`src/hw/timer8_pkg.sv`:
```
// Constants shared by the 8-bit waveform timer
package timer8_pkg;

  // ----------------------------------------------------------------
  // Register offsets
  // ----------------------------------------------------------------
  localparam int          ADDR_W       = 2;
  localparam logic [1:0]  ADDR_CTRL    = 2'h0;
  localparam logic [1:0]  ADDR_COUNT   = 2'h1;
  localparam logic [1:0]  ADDR_COMPARE = 2'h2;
  localparam logic [1:0]  ADDR_FLAGS   = 2'h3;

  // ----------------------------------------------------------------
  // Control field layout
  // ----------------------------------------------------------------
  localparam int          MODE_LSB     = 0;
  localparam int          ACT_LSB      = 2;
  localparam int          CSEL_LSB     = 4;

  // ----------------------------------------------------------------
  // Flag bit positions
  // ----------------------------------------------------------------
  localparam int          OVF_BIT      = 0;
  localparam int          MCH_BIT      = 1;

  // ----------------------------------------------------------------
  // Waveform modes and output actions
  // ----------------------------------------------------------------
  localparam logic [1:0]  MODE_NORMAL  = 2'h0;
  localparam logic [1:0]  MODE_PHASE   = 2'h1;
  localparam logic [1:0]  MODE_CLEAR   = 2'h2;
  localparam logic [1:0]  MODE_FAST    = 2'h3;
  localparam logic [1:0]  ACT_OFF      = 2'h0;
  localparam logic [1:0]  ACT_TOGGLE   = 2'h1;
  localparam logic [1:0]  ACT_CLR      = 2'h2;
  localparam logic [1:0]  ACT_SET      = 2'h3;
  localparam logic [2:0]  CSEL_STOP    = 3'h0;

  // ----------------------------------------------------------------
  // Counter extremes and reset values
  // ----------------------------------------------------------------
  localparam logic [7:0]  COUNT_MAX    = 8'hFF;
  localparam logic [7:0]  COUNT_BOT    = 8'h00;
  localparam logic [7:0]  COUNT_RST    = 8'h00;
  localparam logic [7:0]  COMPARE_RST  = 8'h00;

endpackage

```
`src/hw/timer8_waveform_modes.sv`:
```
// 8-bit timer/counter with one compare channel and four waveform modes
//
// Added by the designer: the address map and the plain strobed port.
`timescale 1ns/1ps
module timer8_waveform_modes
(
  input  wire logic       clk_i,
  input  wire logic       sys_rst_i,
  input  wire logic [1:0] addr_i,
  input  wire logic [7:0] wdata_i,
  input  wire logic       wr_i,
  input  wire logic       rd_i,
  input  wire logic       tick_i,
  input  wire logic       pin_dir_out_i,
  output logic      [7:0] rdata_o,
  output logic            wave_pin_o,
  output logic            wave_pin_oe_o,
  output logic            overflow_flag_o,
  output logic            match_flag_o
);

  // ----------------------------------------------------------------
  // State
  // ----------------------------------------------------------------
  typedef struct packed {
    logic [7:0] count;
    logic       down;
    logic [7:0] ocr;
    logic [7:0] ocr_buf;
    logic [1:0] mode;
    logic [1:0] act;
    logic [2:0] csel;
    logic       wave;
    logic       ovf;
    logic       mch;
    logic       pend;
    logic       blk;
    logic       up_hit;
    logic [7:0] rdata;
    logic       pin;
    logic       oe;
  } state_s;

  state_s st_ff;
  state_s nxt_st;

  logic tick;
  logic match;
  logic at_max;
  logic at_bot;
  logic up_match;
  logic ovf_set;
  logic mch_set;
  logic ovf_clr;
  logic mch_clr;
  logic wr_count;

  assign tick     = tick_i && (st_ff.csel != timer8_pkg::CSEL_STOP);
  assign match    = (st_ff.count == st_ff.ocr) && !st_ff.blk;
  assign at_max   = (st_ff.count == timer8_pkg::COUNT_MAX);
  assign at_bot   = (st_ff.count == timer8_pkg::COUNT_BOT);
  // Turnaround points count as the slope that leaves them
  assign up_match = match && ((!st_ff.down && !at_max) || at_bot);
  assign wr_count = wr_i && (addr_i == timer8_pkg::ADDR_COUNT);
  assign ovf_clr  = wr_i && (addr_i == timer8_pkg::ADDR_FLAGS) && wdata_i[timer8_pkg::OVF_BIT];
  assign mch_clr  = wr_i && (addr_i == timer8_pkg::ADDR_FLAGS) && wdata_i[timer8_pkg::MCH_BIT];

  // ----------------------------------------------------------------
  // Next state
  // ----------------------------------------------------------------
  always_comb
  begin
    nxt_st  = st_ff;
    ovf_set = 1'b0;
    mch_set = 1'b0;
    if (tick)
    begin
      nxt_st.blk  = 1'b0;
      nxt_st.pend = match;
      mch_set     = st_ff.pend;
      case (st_ff.mode)
        timer8_pkg::MODE_NORMAL:
        begin
          nxt_st.count = st_ff.count + 8'h01;
          ovf_set      = at_max;
        end
        timer8_pkg::MODE_CLEAR:
        begin
          if (match)
            nxt_st.count = timer8_pkg::COUNT_BOT;
          else
            nxt_st.count = st_ff.count + 8'h01;
          ovf_set = at_max && !match;
        end
        timer8_pkg::MODE_FAST:
        begin
          nxt_st.count = st_ff.count + 8'h01;
          if (at_max)
          begin
            ovf_set    = 1'b1;
            nxt_st.ocr = st_ff.ocr_buf;
          end
        end
        timer8_pkg::MODE_PHASE:
        begin
          if (!st_ff.down)
          begin
            if (at_max)
            begin
              nxt_st.down  = 1'b1;
              nxt_st.count = st_ff.count - 8'h01;
              nxt_st.ocr   = st_ff.ocr_buf;
            end
            else
              nxt_st.count = st_ff.count + 8'h01;
          end
          else if (at_bot)
          begin
            nxt_st.down  = 1'b0;
            nxt_st.count = st_ff.count + 8'h01;
            ovf_set      = 1'b1;
          end
          else
            nxt_st.count = st_ff.count - 8'h01;
        end
        default:
          nxt_st.count = st_ff.count;
      endcase

      // Waveform generation; the reserved toggle setting does nothing in mode 1
      case (st_ff.mode)
        timer8_pkg::MODE_NORMAL, timer8_pkg::MODE_CLEAR:
        begin
          if (match)
          begin
            case (st_ff.act)
              timer8_pkg::ACT_TOGGLE: nxt_st.wave = !st_ff.wave;
              timer8_pkg::ACT_CLR:    nxt_st.wave = 1'b0;
              timer8_pkg::ACT_SET:    nxt_st.wave = 1'b1;
              default:                nxt_st.wave = st_ff.wave;
            endcase
          end
        end
        timer8_pkg::MODE_FAST:
        begin
          if (st_ff.act == timer8_pkg::ACT_TOGGLE)
          begin
            if (match)
              nxt_st.wave = !st_ff.wave;
          end
          else if (st_ff.act[1])
          begin
            // Compare at max: match dropped, bottom level wins for a flat output
            if (match && (st_ff.ocr != timer8_pkg::COUNT_MAX))
              nxt_st.wave = st_ff.act[0];
            if (at_max)
              nxt_st.wave = !st_ff.act[0];
          end
        end
        timer8_pkg::MODE_PHASE:
        begin
          if (st_ff.act[1])
          begin
            if (at_bot && st_ff.down)
              nxt_st.up_hit = 1'b0;
            if (match)
              nxt_st.wave = up_match ? st_ff.act[0] : !st_ff.act[0];
            if (up_match)
              nxt_st.up_hit = 1'b1;
            // Up-slope change missed or compare leaving max: restore symmetry
            if (at_max && !st_ff.down && !st_ff.up_hit
                && (st_ff.ocr_buf != timer8_pkg::COUNT_MAX))
              nxt_st.wave = st_ff.act[0];
          end
        end
        default:
          nxt_st.wave = st_ff.wave;
      endcase
    end

    // Software writes to control, count and compare win over counting
    if (wr_i)
    begin
      case (addr_i)
        timer8_pkg::ADDR_CTRL:
        begin
          nxt_st.mode = wdata_i[timer8_pkg::MODE_LSB +: 2];
          nxt_st.act  = wdata_i[timer8_pkg::ACT_LSB +: 2];
          nxt_st.csel = wdata_i[timer8_pkg::CSEL_LSB +: 3];
        end
        timer8_pkg::ADDR_COUNT:
        begin
          nxt_st.count = wdata_i;
          nxt_st.blk   = 1'b1;
        end
        timer8_pkg::ADDR_COMPARE:
        begin
          nxt_st.ocr_buf = wdata_i;
          if (!st_ff.mode[0])
            nxt_st.ocr = wdata_i;
        end
        default:
          nxt_st.blk = nxt_st.blk;
      endcase
    end

    // Set beats a simultaneous clear
    nxt_st.ovf = (st_ff.ovf && !ovf_clr) || ovf_set;
    nxt_st.mch = (st_ff.mch && !mch_clr) || mch_set;

    nxt_st.rdata = 8'h00;
    if (rd_i)
    begin
      case (addr_i)
        timer8_pkg::ADDR_CTRL:
          nxt_st.rdata = {1'b0, st_ff.csel, st_ff.act, st_ff.mode};
        timer8_pkg::ADDR_COUNT:
          nxt_st.rdata = st_ff.count;
        timer8_pkg::ADDR_COMPARE:
          nxt_st.rdata = st_ff.mode[0] ? st_ff.ocr_buf : st_ff.ocr;
        default:
          nxt_st.rdata = {6'h00, st_ff.mch, st_ff.ovf};
      endcase
    end

    nxt_st.pin = st_ff.wave;
    nxt_st.oe  = pin_dir_out_i && (st_ff.act != timer8_pkg::ACT_OFF);
  end

  always_ff @(posedge clk_i)
  begin
    if (sys_rst_i)
      st_ff <= '0;
    else
      st_ff <= nxt_st;
  end

  assign rdata_o         = st_ff.rdata;
  assign wave_pin_o      = st_ff.pin;
  assign wave_pin_oe_o   = st_ff.oe;
  assign overflow_flag_o = st_ff.ovf;
  assign match_flag_o    = st_ff.mch;
endmodule

```
`config.mk`:
```
export PLATFORM = sky130hd
export DESIGN_NAME = timer8_waveform_modes
export DESIGN_NICKNAME = d
export VERILOG_FILES = /design/src/hw/timer8_pkg.sv /design/src/hw/timer8_waveform_modes.sv
export SDC_FILE = /design/constraint.sdc
export NUM_CORES = 1
export LEC_CHECK = 0
export ABC_AREA = 0
export BUFFER_PORTS_ARGS = -buffer_cell sky130_fd_sc_hd__buf_2
export CAP_MARGIN = 20
export CORE_MARGIN = 8
export CORE_UTILIZATION = 33
export CTS_BUF_LIST = sky130_fd_sc_hd__clkbuf_16
export CTS_CLUSTER_DIAMETER = 100
export CTS_CLUSTER_SIZE = 24
export DETAILED_ROUTE_END_ITERATION = 16
export GPL_ROUTABILITY_DRIVEN = 0
export RECOVER_POWER = 25
export SLEW_MARGIN = 10
export SYNTH_ARGS = -nofsm -noshare
export SYNTH_HDL_FRONTEND = slang
export SYNTH_SLANG_ARGS = --single-unit
```
`constraint.sdc`:
```
create_clock -name clk_i -period 2.6 [get_ports clk_i]
set_input_delay 0.13 -clock clk_i [delete_from_list [all_inputs] [get_ports clk_i]]
set_output_delay 0.13 -clock clk_i [all_outputs]
set_load 0.02 [all_outputs]
```
**After elaboration in Yosys (flattened, before gate mapping)**

Index checks and enable logic that the tools add are counted.
Widths: inputs -> output; s select.

- Magnitude comparators: 0
- Equality and inequality tests: 20
- Multiplexer cells: 45
- Divide/modulo/power cells: 0
- Shift-type cells: 0
- Multipliers: 0
- Bitwise logic cells: 1
- Add/sub/neg operators: 2
- Reduce and logical (&&, ||, !) cells: 42

Operator list:

| operator | number |
|---|---|
| $mux 8 | 9 |
| $pmux 8 s3 | 2 |
| $mux 1 | 23 |
| $mux 23 | 1 |
| $mux 9 | 2 |
| $mux 17 | 1 |
| $logic_and 1x1->1 | 16 |
| $mux 16 | 1 |
| $ne 8x8->1 const B | 2 |
| $pmux 8 s2 | 1 |
| $eq 2x2->1 const B | 6 |
| $logic_not 1->1 | 9 |
| $ne 3x3->1 const B | 3 |
| $add 8x1->8 const B | 1 |
| $eq 8x8->1 | 1 |
| $eq 8x8->1 const B | 1 |
| $logic_not 8->1 | 1 |
| $reduce_and 8->1 | 1 |
| $sub 8x1->8 const B | 1 |
| $mux 7 | 1 |
| $eq 2x1->1 const B | 3 |
| $pmux 1 s3 | 2 |
| $reduce_and 2->1 | 3 |
| $reduce_or 2->1 | 3 |
| 11 further kinds | 16 |

- Output and inout port bits: 12
- Memory bits (writable): 0
- Bits in latches: 0
- Bits in read-only memories: 0
- Memories kept: 0
- Input bits: 16
- Logic and storage cells: 126
- Register bits: 48

**Longest topological paths before layout**

- Depth in word-level cells: 11
- Depth in mapped cells: 10
- Gate-level depth less buffers: 8

**Worst setup path after synthesis**

Ideal clock, no wire load.

- Path type: reg-to-reg
- Start point: register st_ff[40] (netlist bit)
- End point: register st_ff[47] (netlist bit)
- Stages on the path, launching flop included: 10
- Clock period less this slack: 2.229 ns
- Path slack: 0.371 ns
- Data required time: 2.508 ns
- Arrival: 2.137 ns
- Cells stage by stage: dfxtp_1 > clkbuf_1 > inv_1 > ha_1 > or3b_2 > o21ai_2 > a31o_2 > mux2i_1 > o221a_2 > nor4_1

- Longest elaborated chain between the ends: 7
- Elaborated cells on any way between the ends: 14
- Those cells by class: add/sub: 2; eq/ne: 2; mux: 8; reduce/logical: 2

RTL lines:

| item | RTL line | text |
|---|---|---|
| start: declaration | timer8_waveform_modes.sv:44 | `state_s st_ff;` |
| start signal: assignment | timer8_waveform_modes.sv:235 | `st_ff <= nxt_st;` |
| $add 8x1->8, or another cell as far along | -- |  |
| $mux 8, or another cell as far along | timer8_waveform_modes.sv:108 | `if (at_max)` |
| $mux 9 or $mux 8 (tied branches) | timer8_waveform_modes.sv:106, timer8_waveform_modes.sv:89 |  |
| $pmux 8 s3 * | timer8_waveform_modes.sv:81 | `case (st_ff.mode)` |
| $mux 17 * | timer8_waveform_modes.sv:76 | `if (tick)` |
| $mux 8 | timer8_waveform_modes.sv:184 | `case (addr_i)` |
| $mux 8 * | timer8_waveform_modes.sv:182 | `if (wr_i)` |

Mark *: on every way between the ends. The rest lies on a longest branch, timed or not.
A chain may end at the register's enable or synchronous reset.

**Final worst setup path**

- Start point: register st_ff[41] (netlist bit)
- End point: register st_ff[47] (netlist bit)

Same word-level chain as after synthesis.

==> metrics.md <==
| Metric | Value |
|---|---|
| WP buf/inv | 1 |
| Post-synthesis async set-or-reset flop share | 0 |
| Routed WL | 9.054 mm |
| Vias per std cell | 5.764 |
| Worst-Skew Late Latency | 0.29 ns |
| Pre-antenna DRT Iters | 4 |
| ANT cells | 0 |
| Multi-input logic area | 1817 um^2 |
| Layout cells sized above 1 | 0.1366 |
| WL/cell | 18.14 um |
| M3 GR Usage | 0.03139 |
| Slew Limit Fails | 0 |
| P&R area growth vs syn | 10.69% |
| Post-synthesis sequential area ratio | 0.3170 |
| Max incr delay on CP | 0.48 ns |
| Core outline area | 9065 um^2 |
| Tcrit/Tclk final | 0.9188 |
| DRC viols | 0 |
| Vias in the first global route | 2735 |
| Post-synth top flop | dfxtp_1 |
| Crit-path cells | inv_1, ha_1, or3b_2, o21ai_2, a31o_2, mux2i_1, o221a_2, nor4_1 |
| CTS tree | built |
| Worst flop-to-flop path startpoint | st_ff[41] |
| Mapped Avg Cell Area | 7.957 um^2 |
| Crit. End Element | flop |
| Critical Path Start | st_ff[41] |
| Inserted Clock Buffers | 5 |
| Instance count of the mapped netlist | 381 |
| Global Route met2 Usage | 0.2205 |
| Number of synthesized register bits | 48 |
| Clk slew on worst S/H paths | 0.07 ns |
| Crit Path Max Fanout | 8 |
| First-pass GRT wire length | 14.95 mm |
| WHS Path Cells | 3 |
| FILL cells | 957 |
| Mapped Area | 3032 um^2 |
| Hold buffer count at cts | 0 |
| PwrDens | 589.8 nW/um^2 |
| Root Buffer Master | clkbuf_16 |
| Fin crit period | 2.389 ns |
| WHS | 0.05710 ns |
| R2R cell count | 8 |
| Leak pwr | 1.200 nW |
| Slowest CP cell | or3b_2 |
| Largest buffer count on any clock path | 2 |
| Worst min-delay path startpoint | pin_dir_out_i |
| Largest net degree at the start of global routing | 28 |
| Stages on the worst setup path | 8 |
| Outcome | finished, final reports clean |
| Met1 Use GR | 0.2060 |
| Layout Nets | 410 |
| Post-synth EDFFs | 0 |
| Grt total ovfl | 0 |
| Syn nets | 403 |
| Fmax | 0.4186 GHz |
| Port bufs | 27 |
| Tot Pwr | 1.979 mW |
| Busiest grt layer | met2 |
| Data required, critical path | 2.80 ns |
| DIE HEIGHT | 111.9 um |
| Crit path max-delay family | compound AO/OA/AOI/OAI gates |
| Total vias in the final route | 2876 |
| Critical path class | flop to flop |
| Die ar. | 12510 um^2 |
| # IOs | 28 |
| Worst setup SP type | flop |
| Fin. Hold Viols | 0 |
| Post-synth cell types | 55 |
| Initial antenna violation count | 0 |
| Hpwl dp | 6.616 mm |
| Slew headroom | 0.09419 |
| Clock Sinks | 48 |
| MaxCap Viol Count | 0 |
| Worst vdd ir | 0.0003074 V |
| CTS HTree Levels | 2 |
| Worst Hold Class | primary input to flop |
| FP Rows | 35 |
| Gr usage total | 0.1469 |
| Worst Tran Pin Value | 1.359 ns |
| Initial Utilization | 0.3344 |
| Iter 0 DRT Violations | 269 |
| Clock Skews | 0.004418 ns |
| Yosys warnings | 0 |
| Critical Path AT | 2.58 ns |
| DRT antenna net count | 0 |
| Reg area | 962.2 um^2 |
| RSZ-0062 raised after global routing | false |
| Die W | 111.9 um |
| Final setup violation count | 0 |
| Setup TNS | 0 ns |
==> cells in the mapped netlist, types with 8 or more instances <==
cell type  number  area, um^2
mux2i_1        18       180.2
dfxtp_1        48       960.9
a221oi_1        8       70.07
xnor2_1        11       96.34
nand2_1        32       120.1
a21oi_1        20       100.1
a22o_1          8       70.07
nor3_1         18       90.09
buf_4          10       75.07
clkbuf_1       21       78.83
xor2_1          9       78.83
inv_1          13       48.80
o21ai_0        13       65.06
nor2_1         50       187.7
==> metal layers <==
layer / vias up / share of wire
li1: 1376 / -
met1: 1384 / 0.48
met2: 106 / 0.44
met3: 10 / 0.066
met4: 0 / 0.011
met5: - / 0
==> flip-flops by register name (all words and copies together), names as in the netlist <==
signal,cells
wave_pin_o,1
st_ff,35
nxt_st,1
rdata_o,8
wave_pin_oe_o,1
overflow_flag_o,1
match_flag_o,1
==> cell type report <==
type | count | share of cell area
inverters | 13 | 0.01454
well taps | 111 | 0.04139
multi-input cells | 282 | 0.5414
flip-flops and latches | 48 | 0.2867
repair buffers | 38 | 0.06078
clock inverters | 2 | 0.01790
clock buffers | 5 | 0.03729
==> what timing repair did <==
item,CTS,global route
buffers inserted,0,0
resized for setup,0,2
setup endpoints to repair,0,6
endpoints found under the hold margin,0,0
==> final timing paths <==
kind                                 endpoint  slack, ns
worst max-delay path                st_ff[47]       0.21
worst min-delay path            wave_pin_oe_o       0.06
worst max register to register      st_ff[47]       0.21
worst min register to register      st_ff[12]       0.47
==> through the flow <==
step	instance area, um^2	instances	worst slack (ns)	utilization
6_report	3356	499	0.2112	0.3702
4_1_cts	3366	499	0.2044	0.3713
5_1_grt	3356	499	0.007471	0.3702
3_3_place_gp	3181	492	0.2911	0.3509
3_5_place_dp	3181	492	0.2095	0.3509
2_1_floorplan	3032	381	0.3712	-
==> placed cells by master, fill, tap and decap left out, types with 2 or more instances in the layout <==
cell       netlist  routed
a32oi_1          4       4
a31oi_1          4       4
buf_2            2      16
a21oi_1         20      20
inv_1           13      13
nor3b_1          4       4
mux2i_1         18      18
nor4_1           7       7
a221oi_1         8       8
clkbuf_16        0       5
or4_4            3       3
nor3_1          18      18
and3_1           3       3
o221a_2          3       3
a211oi_1         6       6
nand2_1         32      31
or3_1            3       3
nor2_1          50      50
a41oi_1          2       2
clkbuf_1        21      11
xnor2_1         11      11
nand3_1          7       7
o21ai_0         13      13
buf_4           10      11
dfxtp_1         48      47
ha_1             6       6
or2_2            2       2
xor2_1           9       9
o22a_1           5       5
bufinv_16        0       2
nand2b_1         6       6
a22o_1           8       8
o31ai_1          2       2
nor2b_1          2       2
nand4_1          7       7
==> where the power goes <==
group | leakage [nW] | switching, mW | internal [mW]
Sequential | 0.391 | 0.0463 | 0.764
Clock | 0.0899 | 0.283 | 0.546
Combinational | 0.719 | 0.197 | 0.143
==> worst reg2reg max path, delay by kind of cell (launching register included) <==
kind | cells | cell delay (ns)
AOI/OAI and AO/OA | 3 | 0.76
adders and majority gates | 1 | 0.20
buffers and inverters | 1 | 0.13
DFF | 1 | 0.38
muxes | 1 | 0.12
and+or+nand+nor | 2 | 0.70
==> cell families (layout without fill, tap and decap cells) <==
group / after synthesis / after routing / synth area share
simple gates: 148 / 148 / 0.2373
flops: 48 / 48 / 0.3170
fa+ha+maj: 6 / 6 / 0.02476
compound gates: 89 / 89 / 0.2117
buf+inv: 51 / 58 / 0.08461
mux: 19 / 19 / 0.06686
xor+xnor: 20 / 20 / 0.05778
(Power assumes the default switching activity.)
